`src/design/twc_params.svh`:
```
// Purpose: Offsets, field positions, reset values and timing for the controller
// Assumes: 100 MHz system clock
// Notes: Register index times four gives the Wishbone byte address
`ifndef TWC_PARAMS_SVH
`define TWC_PARAMS_SVH
// Register indices
`define TWC_IDX_TIMING 4'h0
`define TWC_IDX_DEBUG 4'h2
`define TWC_IDX_CTLA 4'h3
`define TWC_IDX_CMD 4'h4
`define TWC_IDX_STAT 4'h5
`define TWC_IDX_ADDR 4'h7
`define TWC_IDX_DATA 4'h8
// Field positions
`define TWC_F_SETUP 4
`define TWC_F_HOLD 2
`define TWC_F_FMP 1
`define TWC_F_RUN_IN_DEBUG 0
`define TWC_F_READ_IRQ_ENABLE 7
`define TWC_F_WRITE_IRQ_ENABLE 6
`define TWC_F_QUICK_COMMAND_ENABLE 4
`define TWC_F_TMO 2
`define TWC_F_AUTO_ACK_ENABLE 1
`define TWC_F_EN 0
`define TWC_F_FLUSH 3
`define TWC_F_ACK 2
// Reset value of every register
`define TWC_RST 8'h00
// Command codes
`define TWC_CMD_NONE 2'h0
`define TWC_CMD_RSTART 2'h1
`define TWC_CMD_XFER 2'h2
`define TWC_CMD_STOP 2'h3
// Timing
`define TWC_CLK_MHZ 100
`define TWC_SETUP_SHORT 4
`define TWC_SETUP_LONG 8
`define TWC_HOLD1_NS 50
`define TWC_HOLD2_NS 300
`define TWC_HOLD3_NS 500
`define TWC_HALF_STD_NS 5000
`define TWC_HALF_FMP_NS 500
`define TWC_TMO_US 50
`endif

```
`src/design/twc_pkg.sv`:
```
// Purpose: Types shared by the two-wire controller
// Assumes: Classic Wishbone, 32-bit data
// Notes: Constants live in twc_params.svh
package twc_pkg;
  // Wishbone request from the master
  typedef struct packed {
    logic cyc;
    logic stb;
    logic we;
    logic [5:0] adr;
    logic [3:0] sel;
    logic [31:0] dat;
  } twc_wb_req_t;
  // Wishbone answer
  typedef struct packed {
    logic ack;
    logic [31:0] dat;
  } twc_wb_rsp_t;
  // Pin levels seen on the wires
  typedef struct packed {
    logic scl_in;
    logic sda_in;
  } twc_pin_in_t;
  // Pin drive, enables active low
  typedef struct packed {
    logic scl_out;
    logic scl_oe_n;
    logic sda_out;
    logic sda_oe_n;
  } twc_pin_out_t;
  // Bus state field codes
  typedef enum logic [1:0] {
    BS_UNKNOWN = 2'h0,
    BS_IDLE = 2'h1,
    BS_OWNER = 2'h2,
    BS_BUSY = 2'h3
  } twc_bus_t;
  // Engine states
  typedef enum logic [3:0] {
    S_IDLE, S_WAIT, S_START, S_LOW, S_HIGH, S_HOLD, S_RS, S_RS2, S_STOP_A, S_STOP_B
  } twc_state_t;
  // Kind of bit group being clocked
  typedef enum logic [1:0] {K_ADDR, K_WR, K_RD, K_ACK} twc_kind_t;
  // What follows a lone acknowledge bit
  typedef enum logic [1:0] {A_HOLD, A_RS, A_STOP} twc_after_t;
  // Shift set-up for one bit group
  typedef struct packed {
    logic [8:0] sh;
    logic [8:0] chk;
    logic [3:0] bits;
  } twc_shift_t;
endpackage

```
`src/design/twc_ctrl.sv`:
```
// Purpose: Two-wire bus controller control, command and status logic
// Assumes: Pins pass two flops; link clock sampled at 100 MHz
// Notes: Registers sit in bits 7:0 of aligned Wishbone words
// How it works
// - Data setup 4 or 8 cycles
// - Hold select: off, 50, 300, 500 ns
// - Fast-plus bit selects 1 MHz speed
// - Debug-run low halts during CPU break
// - Read irq needs enable, flag, global
// - Write irq needs enable, flag, global
// - Quick command flags right after address ack
// - Idle timeout off, 50, 100, 200 us
// - Smart mode acks on data read
// - Enable bit turns controller on
// - Flush strobe clears engine, address, data
// - Ack action bit: 0 ack, 1 nack
// - Command bits are strobes reading zero
// - Commands: none, restart, transfer, stop
// - Ack action and command in one write
// - Address writes, data accesses and commands other than none clear flags
// - Read flag only on clean acked read
// - Data read or odd address starts read
// - Writing one clears read flag
// - Address write clears all flags
// - Write flag set even on error
// - Bus state codes; writing idle forces idle
//
// Local design decision: the Wishbone interface to the registers.
`timescale 1ns/10ps
`include "twc_params.svh"

module twc_ctrl
  import twc_pkg::*;
#(
  parameter int unsigned TIMEOUT_CYC = `TWC_TMO_US * `TWC_CLK_MHZ,
  parameter int unsigned HALF_STD_CYC = `TWC_HALF_STD_NS * `TWC_CLK_MHZ / 1000,
  parameter int unsigned HALF_FMP_CYC = `TWC_HALF_FMP_NS * `TWC_CLK_MHZ / 1000
) (
  // Clock, reset, enable
  input wire logic sys_clk,
  input wire logic reset_n,
  input wire logic clk_en,
  // CPU side
  input wire logic debug_halt,
  input wire logic global_irq_enable,
  output logic read_irq,
  output logic write_irq,
  // Register bus
  input wire twc_wb_req_t wb_req,
  output twc_wb_rsp_t wb_rsp,
  // Two-wire pins
  input wire twc_pin_in_t pin_in,
  output twc_pin_out_t pin_out
);
  // Refuse counts the 16-bit timers cannot hold
  if (TIMEOUT_CYC < 1 || TIMEOUT_CYC > 16383 || HALF_FMP_CYC < 1
      || HALF_STD_CYC > 65535 || HALF_FMP_CYC > HALF_STD_CYC) begin : g_bad
    $error("twc_ctrl: timing parameters out of range");
  end

  // Derived cycle counts, least times rounded up
  localparam logic [15:0] HOLD1 = 16'((`TWC_HOLD1_NS * `TWC_CLK_MHZ + 999) / 1000);
  localparam logic [15:0] HOLD2 = 16'((`TWC_HOLD2_NS * `TWC_CLK_MHZ + 999) / 1000);
  localparam logic [15:0] HOLD3 = 16'((`TWC_HOLD3_NS * `TWC_CLK_MHZ + 999) / 1000);
  localparam logic [15:0] HSTD = 16'(HALF_STD_CYC);
  localparam logic [15:0] HFMP = 16'(HALF_FMP_CYC);
  localparam logic [15:0] TMO = 16'(TIMEOUT_CYC);

  // Configuration bits
  logic setup_sel;
  logic [1:0] hold_sel;
  logic fast_plus_enable;
  logic run_in_debug;
  logic read_irq_enable;
  logic write_irq_enable;
  logic quick_command_enable;
  logic [1:0] timeout_sel;
  logic auto_ack_enable;
  logic ctrl_enable;
  logic ack_action;

  // Engine and status state
  twc_state_t state;
  twc_kind_t kind;
  twc_after_t after;
  twc_bus_t bus_state_field;
  logic [15:0] cnt;
  logic [8:0] sh, chk, rx;
  logic [3:0] bits;
  logic scl_rel, sda_rel;
  logic [7:0] target_address_reg;
  logic [7:0] controller_data_reg;
  logic read_done_flag, write_done_flag, scl_hold_flag;
  logic arbitration_lost_flag, bus_error_flag, rx_ack;
  logic last_read;

  // Pin synchronisers and edge history
  logic [1:0] scl_sy, sda_sy;
  logic scl_s, sda_s, scl_p, sda_p;
  logic start_det, stop_det;

  // Bus slave
  logic ack_q;
  logic acc, wr, rd;
  logic [3:0] idx;
  logic [7:0] wdat, rword;
  logic wr_timing, wr_debug, wr_ctla, wr_cmd, wr_stat, wr_addr, wr_data, rd_data;
  logic flush_stb, clr_all, cmd_ack, run;

  // Timing selections and idle timer
  logic [15:0] half_cyc, hold_cyc, setup_cyc, low_end, tmo_lim, tmo_cnt;
  logic tmo_hit;

  // Wishbone decode, effects land on the ack edge
  assign acc = wb_req.cyc & wb_req.stb & ~ack_q;
  assign idx = wb_req.adr[5:2];
  assign wr = acc & wb_req.we & wb_req.sel[0];
  assign rd = acc & ~wb_req.we;
  assign wdat = wb_req.dat[7:0];
  assign wr_timing = wr && idx == `TWC_IDX_TIMING;
  assign wr_debug = wr && idx == `TWC_IDX_DEBUG;
  assign wr_ctla = wr && idx == `TWC_IDX_CTLA;
  assign wr_cmd = wr && idx == `TWC_IDX_CMD;
  assign wr_stat = wr && idx == `TWC_IDX_STAT;
  assign wr_addr = wr && idx == `TWC_IDX_ADDR;
  assign wr_data = wr && idx == `TWC_IDX_DATA;
  assign rd_data = rd && idx == `TWC_IDX_DATA;
  // One-cycle flush strobe
  assign flush_stb = wr_cmd & wdat[`TWC_F_FLUSH];
  // Accesses that clear the controller flags
  assign clr_all = wr_addr | wr_data | rd_data
                 | (wr_cmd && wdat[1:0] != `TWC_CMD_NONE);
  // Ack value from the same write wins
  assign cmd_ack = wr_cmd ? wdat[`TWC_F_ACK] : ack_action;
  // Engine halts in break unless allowed
  assign run = ~(debug_halt & ~run_in_debug);

  // Timing selections
  assign half_cyc = fast_plus_enable ? HFMP : HSTD;
  assign setup_cyc = setup_sel ? 16'(`TWC_SETUP_LONG) : 16'(`TWC_SETUP_SHORT);
  always_comb begin
    // Hold time choice
    case (hold_sel)
      2'h1: hold_cyc = HOLD1;
      2'h2: hold_cyc = HOLD2;
      2'h3: hold_cyc = HOLD3;
      default: hold_cyc = 16'h0000;
    endcase
    // Low phase lasts long enough for hold plus setup
    low_end = (hold_cyc + setup_cyc > half_cyc) ? hold_cyc + setup_cyc : half_cyc;
    // Timeout limit doubles per step
    case (timeout_sel)
      2'h2: tmo_lim = {TMO[14:0], 1'b0};
      2'h3: tmo_lim = {TMO[13:0], 2'b00};
      default: tmo_lim = TMO;
    endcase
  end

  // Start and stop seen on the wires
  assign start_det = scl_s & scl_p & sda_p & ~sda_s;
  assign stop_det = scl_s & scl_p & ~sda_p & sda_s;
  assign tmo_hit = timeout_sel != 2'h0 && tmo_cnt == tmo_lim - 16'h0001;

  // Interrupt requests
  assign read_irq = read_irq_enable & read_done_flag & global_irq_enable;
  assign write_irq = write_irq_enable & write_done_flag & global_irq_enable;

  // Open-drain pins: drive low only
  assign pin_out.scl_out = 1'b0;
  assign pin_out.sda_out = 1'b0;
  assign pin_out.scl_oe_n = scl_rel;
  assign pin_out.sda_oe_n = sda_rel;

  // Build the shift set-up for a bit group
  function automatic twc_shift_t load(input twc_kind_t k, input logic [7:0] b,
                                      input logic a);
    twc_shift_t s;
    s = '{sh: 9'h000, chk: 9'h000, bits: 4'h0};
    case (k)
      K_ADDR, K_WR: s = '{sh: {b, 1'b1}, chk: 9'h1fe, bits: 4'h9};
      K_RD: s = '{sh: {a, 8'hff}, chk: 9'h100, bits: 4'h9};
      K_ACK: s = '{sh: {a, 8'h00}, chk: 9'h100, bits: 4'h1};
      default: s = '{sh: 9'h000, chk: 9'h000, bits: 4'h0};
    endcase
    return s;
  endfunction

  // Register read mux, unused bits zero
  always_comb begin
    case (idx)
      `TWC_IDX_TIMING: rword = {3'h0, setup_sel, hold_sel, fast_plus_enable, 1'b0};
      `TWC_IDX_DEBUG: rword = {7'h00, run_in_debug};
      `TWC_IDX_CTLA: rword = {read_irq_enable, write_irq_enable, 1'b0,
                              quick_command_enable, timeout_sel, auto_ack_enable,
                              ctrl_enable};
      `TWC_IDX_CMD: rword = {5'h00, ack_action, 2'b00};
      `TWC_IDX_STAT: rword = {read_done_flag, write_done_flag, scl_hold_flag, rx_ack,
                              arbitration_lost_flag, bus_error_flag, bus_state_field};
      `TWC_IDX_ADDR: rword = target_address_reg;
      `TWC_IDX_DATA: rword = controller_data_reg;
      default: rword = 8'h00;
    endcase
  end

  // Wishbone answer, one wait state
  always_ff @(posedge sys_clk or negedge reset_n) begin
    if (!reset_n) begin
      ack_q <= 1'b0;
      wb_rsp <= '{ack: 1'b0, dat: 32'h0000_0000};
    end else if (clk_en) begin
      ack_q <= acc;
      wb_rsp.ack <= acc;
      // Read data captured with the ack
      if (rd)
        wb_rsp.dat <= {24'h00_0000, rword};
    end
  end

  // Two-flop pin synchronisers, then history
  always_ff @(posedge sys_clk or negedge reset_n) begin
    if (!reset_n) begin
      scl_sy <= 2'b11;
      sda_sy <= 2'b11;
      scl_p <= 1'b1;
      sda_p <= 1'b1;
    end else if (clk_en) begin
      scl_sy <= {scl_sy[0], pin_in.scl_in};
      sda_sy <= {sda_sy[0], pin_in.sda_in};
      scl_p <= scl_s;
      sda_p <= sda_s;
    end
  end
  assign scl_s = scl_sy[1];
  assign sda_s = sda_sy[1];

  // Configuration registers
  always_ff @(posedge sys_clk or negedge reset_n) begin
    if (!reset_n) begin
      {setup_sel, hold_sel, fast_plus_enable} <= 4'h0;
      run_in_debug <= 1'b0;
      {read_irq_enable, write_irq_enable, quick_command_enable} <= 3'h0;
      {timeout_sel, auto_ack_enable, ctrl_enable, ack_action} <= 5'h00;
    end else if (clk_en) begin
      // Timing selections
      if (wr_timing) begin
        setup_sel <= wdat[`TWC_F_SETUP];
        hold_sel <= wdat[`TWC_F_HOLD +: 2];
        fast_plus_enable <= wdat[`TWC_F_FMP];
      end
      // Debug run
      if (wr_debug)
        run_in_debug <= wdat[`TWC_F_RUN_IN_DEBUG];
      // Controller control
      if (wr_ctla) begin
        read_irq_enable <= wdat[`TWC_F_READ_IRQ_ENABLE];
        write_irq_enable <= wdat[`TWC_F_WRITE_IRQ_ENABLE];
        quick_command_enable <= wdat[`TWC_F_QUICK_COMMAND_ENABLE];
        timeout_sel <= wdat[`TWC_F_TMO +: 2];
        auto_ack_enable <= wdat[`TWC_F_AUTO_ACK_ENABLE];
        ctrl_enable <= wdat[`TWC_F_EN];
      end
      // Plain read/write ack bit
      if (wr_cmd)
        ack_action <= wdat[`TWC_F_ACK];
    end
  end

  // Idle timer: lines high while busy
  always_ff @(posedge sys_clk or negedge reset_n) begin
    if (!reset_n)
      tmo_cnt <= 16'h0000;
    else if (clk_en) begin
      if (bus_state_field == BS_BUSY && scl_s && sda_s && !tmo_hit && run)
        tmo_cnt <= tmo_cnt + 16'h0001;
      else if (run)
        tmo_cnt <= 16'h0000;
    end
  end

  // Controller engine, flags and data path
  always_ff @(posedge sys_clk or negedge reset_n) begin
    if (!reset_n) begin
      state <= S_IDLE;
      kind <= K_ADDR;
      after <= A_HOLD;
      bus_state_field <= BS_UNKNOWN;
      cnt <= 16'h0000;
      {sh, chk, rx, bits} <= 31'h0;
      scl_rel <= 1'b1;
      sda_rel <= 1'b1;
      target_address_reg <= `TWC_RST;
      controller_data_reg <= `TWC_RST;
      {read_done_flag, write_done_flag, scl_hold_flag} <= 3'h0;
      {arbitration_lost_flag, bus_error_flag, rx_ack, last_read} <= 4'h0;
    end else if (clk_en) begin
      // Software clears first so hardware sets win
      if (clr_all) begin
        {read_done_flag, write_done_flag, scl_hold_flag} <= 3'h0;
        {arbitration_lost_flag, bus_error_flag} <= 2'h0;
      end
      // Write-one-to-clear status bits
      if (wr_stat) begin
        if (wdat[7]) read_done_flag <= 1'b0;
        if (wdat[6]) write_done_flag <= 1'b0;
        if (wdat[5]) scl_hold_flag <= 1'b0;
        if (wdat[3]) arbitration_lost_flag <= 1'b0;
        if (wdat[2]) bus_error_flag <= 1'b0;
        if (wdat[1:0] == BS_IDLE) bus_state_field <= BS_IDLE;
      end
      if (wr_addr) target_address_reg <= wdat;
      if (wr_data) controller_data_reg <= wdat;
      // Disabled or flushed: engine, pins and bus state back to rest
      if (!ctrl_enable || flush_stb) begin
        state <= S_IDLE;
        scl_rel <= 1'b1;
        sda_rel <= 1'b1;
        bus_state_field <= BS_UNKNOWN;
        last_read <= 1'b0;
        if (flush_stb) begin
          target_address_reg <= `TWC_RST;
          controller_data_reg <= `TWC_RST;
        end
      end else if (run) begin
        // Bus monitor while not driving a frame
        if (tmo_hit) bus_state_field <= BS_IDLE;
        if (state == S_IDLE || state == S_WAIT) begin
          if (start_det) bus_state_field <= BS_BUSY;
          if (stop_det) bus_state_field <= BS_IDLE;
        end
        // Foreign start or stop mid-byte
        if ((state == S_LOW || state == S_HIGH) && (start_det || stop_det)) begin
          bus_error_flag <= 1'b1;
          write_done_flag <= 1'b1;
          state <= S_IDLE;
          scl_rel <= 1'b1;
          sda_rel <= 1'b1;
          bus_state_field <= BS_BUSY;
        end else begin
          case (state)
            // Address write opens a frame
            S_IDLE: begin
              if (wr_addr) begin
                cnt <= 16'h0000;
                if (bus_state_field == BS_UNKNOWN) begin
                  write_done_flag <= 1'b1;
                  bus_error_flag <= 1'b1;
                end else if (bus_state_field == BS_IDLE)
                  state <= S_START;
                else
                  state <= S_WAIT;
              end
            end
            // Wait for a free bus
            S_WAIT: begin
              if (bus_state_field == BS_IDLE) begin
                state <= S_START;
                cnt <= 16'h0000;
              end
            end
            // Start: data low while clock high
            S_START: begin
              sda_rel <= 1'b0;
              bus_state_field <= BS_OWNER;
              cnt <= cnt + 16'h0001;
              if (cnt == half_cyc - 16'h0001) begin
                {sh, chk, bits} <= load(K_ADDR, target_address_reg, 1'b0);
                kind <= K_ADDR;
                scl_rel <= 1'b0;
                state <= S_LOW;
                cnt <= 16'h0000;
              end
            end
            // Clock low: hold, then data, then setup
            S_LOW: begin
              cnt <= cnt + 16'h0001;
              if (cnt == hold_cyc)
                sda_rel <= sh[8];
              if (cnt == low_end - 16'h0001) begin
                scl_rel <= 1'b1;
                state <= S_HIGH;
                cnt <= 16'h0000;
              end
            end
            // Clock high, stretched by the target
            S_HIGH: begin
              if (scl_s)
                cnt <= cnt + 16'h0001;
              if (scl_s && cnt == half_cyc - 16'h0001) begin
                rx <= {rx[7:0], sda_s};
                sh <= {sh[7:0], 1'b0};
                chk <= {chk[7:0], 1'b0};
                bits <= bits - 4'h1;
                cnt <= 16'h0000;
                scl_rel <= 1'b0;
                if (chk[8] && sh[8] && !sda_s) begin
                  arbitration_lost_flag <= 1'b1;
                  write_done_flag <= 1'b1;
                  state <= S_IDLE;
                  scl_rel <= 1'b1;
                  sda_rel <= 1'b1;
                  bus_state_field <= BS_BUSY;
                end else if (bits != 4'h1)
                  state <= S_LOW;
                else begin
                  state <= S_HOLD;
                  case (kind)
                    // Address byte done
                    K_ADDR: begin
                      rx_ack <= sda_s;
                      last_read <= 1'b0;
                      if (target_address_reg[0] && !sda_s) begin
                        if (quick_command_enable) begin
                          read_done_flag <= 1'b1;
                          scl_hold_flag <= 1'b1;
                        end else begin
                          {sh, chk, bits} <= load(K_RD, 8'h00, 1'b1);
                          sh <= 9'h1fe;
                          chk <= 9'h000;
                          bits <= 4'h8;
                          kind <= K_RD;
                          state <= S_LOW;
                        end
                      end else begin
                        write_done_flag <= 1'b1;
                        scl_hold_flag <= 1'b1;
                      end
                    end
                    // Written byte done
                    K_WR: begin
                      rx_ack <= sda_s;
                      write_done_flag <= 1'b1;
                      scl_hold_flag <= 1'b1;
                    end
                    // Read byte done cleanly
                    K_RD: begin
                      controller_data_reg <= {rx[6:0], sda_s};
                      read_done_flag <= 1'b1;
                      scl_hold_flag <= 1'b1;
                      last_read <= 1'b1;
                    end
                    // Lone ack bit: go on
                    default: begin
                      last_read <= 1'b0;
                      if (after == A_HOLD) scl_hold_flag <= 1'b1;
                      if (after == A_RS) state <= S_RS;
                      if (after == A_STOP) state <= S_STOP_A;
                    end
                  endcase
                end
              end
            end
            // Clock held low awaiting software
            S_HOLD: begin
              cnt <= 16'h0000;
              if (wr_addr || (wr_cmd && wdat[1:0] == `TWC_CMD_RSTART)) begin
                state <= last_read ? S_LOW : S_RS;
                {sh, chk, bits} <= load(K_ACK, 8'h00, cmd_ack);
                kind <= K_ACK;
                after <= A_RS;
              end else if (wr_cmd && wdat[1:0] == `TWC_CMD_STOP) begin
                state <= last_read ? S_LOW : S_STOP_A;
                {sh, chk, bits} <= load(K_ACK, 8'h00, cmd_ack);
                kind <= K_ACK;
                after <= A_STOP;
              end else if ((wr_cmd && wdat[1:0] == `TWC_CMD_XFER && target_address_reg[0])
                  || (rd_data && last_read && auto_ack_enable && !ack_action)) begin
                state <= S_LOW;
                {sh, chk, bits} <= load(K_RD, 8'h00, cmd_ack);
                kind <= K_RD;
              end else if ((wr_cmd && wdat[1:0] == `TWC_CMD_XFER) || (wr_data && !last_read)) begin
                state <= S_LOW;
                {sh, chk, bits} <= load(K_WR, wr_data ? wdat : controller_data_reg, 1'b0);
                kind <= K_WR;
              end
            end
            // Repeated start: release data, then clock
            S_RS: begin
              sda_rel <= 1'b1;
              cnt <= cnt + 16'h0001;
              if (cnt == half_cyc - 16'h0001) begin
                scl_rel <= 1'b1;
                state <= S_RS2;
                cnt <= 16'h0000;
              end
            end
            S_RS2: begin
              if (scl_s) cnt <= cnt + 16'h0001;
              if (scl_s && cnt == half_cyc - 16'h0001) begin
                state <= S_START;
                cnt <= 16'h0000;
              end
            end
            // Stop: data low, clock up, data up
            S_STOP_A: begin
              sda_rel <= 1'b0;
              cnt <= cnt + 16'h0001;
              if (cnt == half_cyc - 16'h0001) begin
                scl_rel <= 1'b1;
                state <= S_STOP_B;
                cnt <= 16'h0000;
              end
            end
            S_STOP_B: begin
              if (scl_s) cnt <= cnt + 16'h0001;
              if (scl_s && cnt == half_cyc - 16'h0001) begin
                sda_rel <= 1'b1;
                state <= S_IDLE;
                bus_state_field <= BS_IDLE;
              end
            end
            default: state <= S_IDLE;
          endcase
        end
      end
    end
  end
endmodule // twc_ctrl

```
`config.mk`:
```
export PLATFORM = sky130hd
export DESIGN_NAME = twc_ctrl
export DESIGN_NICKNAME = d
export VERILOG_FILES = /design/src/design/twc_pkg.sv /design/src/design/twc_ctrl.sv
export VERILOG_INCLUDE_DIRS = /design/src /design/src/design
export SDC_FILE = /design/constraint.sdc
export NUM_CORES = 1
export LEC_CHECK = 0
export BUFFER_PORTS_ARGS = -buffer_cell sky130_fd_sc_hd__buf_2
export CAP_MARGIN = 20
export CORE_MARGIN = 4
export CORE_UTILIZATION = 35
export DETAILED_ROUTE_END_ITERATION = 8
export GPL_TIMING_DRIVEN = 0
export MAX_ROUTING_LAYER = met4
export PLACE_DENSITY_LB_ADDON = 0.1
export SLEW_MARGIN = 20
export SYNTH_ARGS = -nofsm -noshare
export SYNTH_HDL_FRONTEND = slang
export SYNTH_SLANG_ARGS = --single-unit
```
`constraint.sdc`:
```
create_clock -name sys_clk -period 12.7 [get_ports sys_clk]
set_input_delay 1.27 -clock sys_clk [delete_from_list [all_inputs] [get_ports sys_clk]]
set_output_delay 1.27 -clock sys_clk [all_outputs]
set_load 0.05 [all_outputs]
```
=== Word-level counts from Yosys, hierarchy flattened ===
Index checks and enable logic that the tools add are counted.

* Mux-type cells: 203
* Reductions and logical operators: 74
* Equal/unequal tests: 64
* Add/sub/neg operators: 7
* Magnitude comparators: 1
* Bitwise gates (word level): 29

{| class="wikitable"
|+ Operators with widths
! operator !! number
|-
| $mux W9 || 23
|-
| $mux W16 || 9
|-
| $mux W4 || 32
|-
| $pmux W16 S7 || 1
|-
| $mux W8 || 13
|-
| $mux W1 || 78
|-
| $pmux W8 S7 || 1
|-
| $mux W2 || 27
|-
| $pmux W9 S3 || 2
|-
| $eq A16 B16 Y1 || 3
|-
| $pmux W4 S10 || 1
|-
| $add A16 B1 Y16 const B || 2
|-
| $sub A16 B1 Y16 const B || 2
|-
| $pmux W15 S2 || 1
|-
| $eq A4 B3 Y1 const B || 7
|-
| $logic_and A1 B1 Y1 || 27
|-
| $reduce_and A13 Y1 || 2
|-
| $ne A4 B4 Y1 const B || 6
|-
| $reduce_and A7 Y1 || 3
|-
| $ne A4 B2 Y1 const B || 5
|-
| $eq A2 B2 Y1 const B || 9
|-
| $ne A2 B2 Y1 const B || 9
|-
| $pmux W6 S3 || 1
|-
| $add A16 B4 Y16 || 1
|-
| 37 further kinds || 113
|}

* Output and inout port bits: 39
* Register bits after elaboration: 124
* Logic and storage cells: 416
* Input port bits: 52

=== Longest topological paths before layout ===
* Depth in word-level cells: 21
* Mapped depth: 20
* Depth with buffers taken out: 19

=== Worst setup path after synthesis ===
No wires, ideal clock.

* Path kind: register to register
* Start point: reg hold_sel[0]
* End point: reg state[0]
* Buffers on the path: 0
* Setup time: 0.121 ns
* Arrival time: 4.271 ns
* Path slack: 8.309 ns
* Stages on the path, launching flop included: 19
* Period minus slack after synthesis: 4.391 ns
* Cell sequence: dfrtp_1 > inv_1 > ha_1 > ha_1 > fa_1 > nor2_1 > a32o_1 > o31ai_1 > nand3_1 > ha_1 > o211ai_1 > ha_1 > xor2_1 > nor4_1 > nand3_1 > nor4_4 > a21boi_1 > a21o_1 > a22o_1

* Longest elaborated chain between the ends: 9
* Elaborated cells between the ends (all ways): 11
* Those cells by class: add/sub (2); order compare (1); eq/ne (5); mux (2); reduce/logical (1)

{| class="wikitable"
|+ RTL lines
! item !! line !! source
|-
| start, declared || twc_ctrl.sv:71 || <nowiki>logic [1:0] hold_sel;</nowiki>
|-
| start signal, assigned || twc_ctrl.sv:247 || <nowiki>hold_sel <= wdat[`TWC_F_HOLD +: 2];</nowiki>
|-
| $eq A2 B2 Y1 / $eq A2 B1 Y1 (equally long branches) || twc_ctrl.sv:143 || <nowiki>case (hold_sel)</nowiki>
|-
| $pmux W6 S3 * || twc_ctrl.sv:143 ||
|-
| $add A16 B4 Y16 * || twc_ctrl.sv:150 || <nowiki>low_end = (hold_cyc + setup_cyc > half_cyc) ? hold_cyc + setup_cyc : half_cyc;</nowiki>
|-
| $gt A16 B9 Y1 || twc_ctrl.sv:150 ||
|-
| $mux W16 * || twc_ctrl.sv:150 ||
|-
| $sub A16 B1 Y16 * || twc_ctrl.sv:378 || <nowiki>if (cnt == low_end - 16'h0001) begin</nowiki>
|-
| $eq A16 B16 Y1 * || twc_ctrl.sv:378 ||
|-
| $ne A4 B2 Y1 (no source line) * || n/a ||
|-
| $reduce_and A13 Y1 (no source line) * || n/a ||
|-
| end signal, assigned || twc_ctrl.sv:456 || <nowiki>state <= last_read ? S_LOW : S_RS;</nowiki>
|-
| end signal, assigned || twc_ctrl.sv:461 || <nowiki>state <= last_read ? S_LOW : S_STOP_A;</nowiki>
|-
| end, declared || twc_ctrl.sv:83 || <nowiki>twc_state_t state;</nowiki>
|}

Mark *: on every way between the ends. The rest lies on a longest branch, timed or not.
A chain may end at the register's enable or synchronous reset.

=== Worst setup path in the final report ===
* Start point: reg hold_sel[1]
* End point: reg cnt[10]

* Longest elaborated chain between the ends: 9
* Elaborated cells between the ends (all ways): 11
* Those cells by class: add/sub (2); order compare (1); eq/ne (4); mux (4)

{| class="wikitable"
|+ RTL lines
! item !! line !! source
|-
| $eq A2 B2 Y1 / $eq A2 B1 Y1 (equally long branches) || twc_ctrl.sv:143 ||
|-
| $pmux W6 S3 * || twc_ctrl.sv:143 ||
|-
| $add A16 B4 Y16 * || twc_ctrl.sv:150 ||
|-
| $gt A16 B9 Y1 || twc_ctrl.sv:150 ||
|-
| $mux W16 * || twc_ctrl.sv:150 ||
|-
| $sub A16 B1 Y16 * || twc_ctrl.sv:378 ||
|-
| $eq A16 B16 Y1 * || twc_ctrl.sv:378 ||
|-
| $mux W16 * || twc_ctrl.sv:378 ||
|-
| $pmux W16 S7 * || twc_ctrl.sv:339 || <nowiki>case (state)</nowiki>
|-
| end signal, assigned || twc_ctrl.sv:364 || <nowiki>cnt <= cnt + 16'h0001;</nowiki>
|-
| end signal, assigned || twc_ctrl.sv:375 || <nowiki>cnt <= cnt + 16'h0001;</nowiki>
|-
| end signal, assigned || twc_ctrl.sv:387 || <nowiki>cnt <= cnt + 16'h0001;</nowiki>
|-
| end, declared || twc_ctrl.sv:87 || <nowiki>logic [15:0] cnt;</nowiki>
|}

Marked as above.

==> reports/results.tsv <==
metric	value	unit
status	finished, final reports clean	
Max Cap Viol	0	
Buf/Inv on CP	2	
CP required	12.98	ns
layout cell share with drive strength beyond 1	0.164	
critical path's slowest cell	fa_1	
final period utilization	0.415	
wire per inst	18.9	um
I/O Buffers	33	
Crit path arrival time	5.55	ns
ys flop type	dfrtp_1	
antenna violations before repair	0	
Final min period	5.27	ns
Die Y	162	um
# setup viols final	0	
Sequential cell area	3090	sq um
drt total wl	25700	um
Total GRT Usage	0.205	
DRC viols	0	
Crit path top cell by count	ha_1	
Layout Skew	0.0184	ns
syn_area_per_cell	8.75	sq um
Boundary Pins	91	
Vias/cell	5.54	
ys async rst share	1.00	
Crit. End Element	flop	
number of flops mapped to enable cells by yosys	0	
CTS tree	yes	
drt pass-1 iters	7	
most common cell after layout, fill and taps aside	dfrtp_1	
Synth Instances	951	
kind of critical path	reg -> reg	
gpl congestion	0.950	
Sink Count	123	
via count	7548	
type of origin of the critical path	flop	
worst min path class	reg -> reg	
area of the multi-input gates	4760	sq um
H-tree depth	4	
Max Buffers Root-to-Sink	2	
Initial Util	0.355	
clk_lat worst skew	0.43	ns
# rows	56	
largest net degree at the start of global routing	85	
slowest stage delay, CP	0.65	ns
Iter 0 DRT Violations	539	
Reg2Reg Setup Slack	7.43	ns
delay-heaviest family, CP	adder cells	
Peak supply drop	0.0703	mV
Synth Warn #	0	
Place WS	7.49	ns
Hold Violations, Final	0	
DRT antenna net count	0	
global-route wire length before repair	41400	um
Max Fclk	190	MHz
leakage power	0.00425	uW
Synth top area share	0.346	
critical path, cell by cell	inv_1 -> ha_1 -> ha_1 -> fa_1 -> nor2_1 -> a32o_1 -> o31ai_1 -> nand3_1 -> ha_1 -> o211ai_1 -> ha_1 -> xor2_1 -> nor4_1 -> nand3_1 -> nor4_4 -> a31oi_2 -> buf_2 -> a21oi_1 -> a31oi_1	
CTS Buf Count	17	
final worst setup slack	7.43	ns
Worst-Margin Slew	0.923	ns
Pins Over Slew Limit	0	
biggest regs	cnt: 16 flops, tmo_cnt: 16 flops, sh: 9 flops	
Die Area	26300	sq um
leading area contributor after synthesis	dfrtp_1	
Synth Register Bits	123	
dpl hpwl	19300	um
area grow syn2layout	15.8	%
root buffer cell	clkbuf_16	
power per cell area	111	nW/um^2
Post-CTS Hold Buffers	0	
Yosys cell types	86	
Placeable Area	23400	sq um
CTS resizes	0	
WHS	0.476	ns
Layout fillers	2400	
cell area after synthesis	8320	sq um
RSZ-0062 raised after global routing	false	
vias in the first global route	7260	
Worst Path Max Fanout	10	
nets@finish	1108	
Worst slew margin	0.385	
grt ovf	0	
sequential area share after synthesis	0.371	
most frequent cells in the layout	115 x dfrtp_1, 88 x nand2_1, 78 x o21ai_0	
postcts setup bufs	0	
Fin Setup TNS	0	ns
Die W	162	um
CTS clock-pin slew for the worst setup and hold paths	0.06	ns
# diodes	0	
top post-synthesis cells by area	dfrtp_1 35%, o21ai_0 4.7%, mux2_2 4.6%	
-- cell families after synthesis --
logic type	after synthesis	synth area share
xor gates and xnor gates	26	0.0274
adders and majority gates	25	0.0394
DFF	123	0.371
and+or+nand+nor	327	0.205
muxes	48	0.0629
AOI/OAI and AO/OA	286	0.226
other	1	0.000451
buffers and inverters	115	0.0677
-- cell usage after synthesis, drive strengths merged (7+ instances only) --
master	n
o21ai	81
dfstp	8
and3	20
nand3	34
inv	27
a31oi	20
and2	8
xor2	14
mux2i	14
ha	23
or3	7
buf	43
o2bb2ai	9
nand2b	10
xnor2	12
dfrtp	115
nand4	17
nor2b	10
nand2	88
a21o	9
a21oi	71
a22o	19
nor2	71
nor3	20
mux2	34
clkbuf	43
o31ai	8
nor4	7
-- path summary, 6_finish.rpt --
check / start / to / depth (start not counted)
hold reg to reg: chk[1] / chk[1] / 2
min in group asynchronous: reset_n / wb_rsp[2] / 1
setup / recovery: hold_sel[1] / cnt[10] / 19
setup reg to reg: hold_sel[1] / cnt[10] / 19
hold / removal: chk[1] / chk[1] / 2
max in group asynchronous: reset_n / sda_sy[1] / 2
-- cell type report --
cell class,count,area share
well taps,319,0.0415
repair buffers,35,0.0214
clock buffers,19,0.0470
multi-input cells,739,0.495
plain buffers,86,0.0472
clock inverters,13,0.0159
inverters,29,0.0113
flip-flops and latches,123,0.321
-- tightest hold or removal path, delay by kind of cell (launching register included) --
family	cells	cell delay, ns
AND/OR/NAND/NOR	2	0.10
flip-flops	1	0.34
-- where the power goes --
group	internal [uW]	total (uW)	leakage [uW]	switching, uW
Combinational	49.6	145	0.00232	94.9
Clock	304	506	0.000294	201
Sequential	406	420	0.00163	14.4
Total	760	1070	0.00425	311
-- metrics by stage --
step / utilization / power [uW] / instances / area [sq um]
after floorplan: - / 523 / 977 / 8410
after global placement: 0.384 / 570 / 1329 / 8980
after detailed placement: 0.385 / 570 / 1331 / 9020
after CTS: 0.411 / 1080 / 1363 / 9630
after global routing: 0.411 / 1120 / 1363 / 9630
final: 0.411 / 1070 / 1363 / 9630
-- per-layer routing --
layer | part of all wire | vias up | track usage
li1 | - | 3629 | -
met1 | 0.47 | 3637 | 0.287
met2 | 0.45 | 244 | 0.307
met3 | 0.057 | 38 | 0.0345
met4 | 0.019 | 0 | 0.0565
met5 | 0 | - | -
Note: power is estimated with default switching activity, not from simulation.
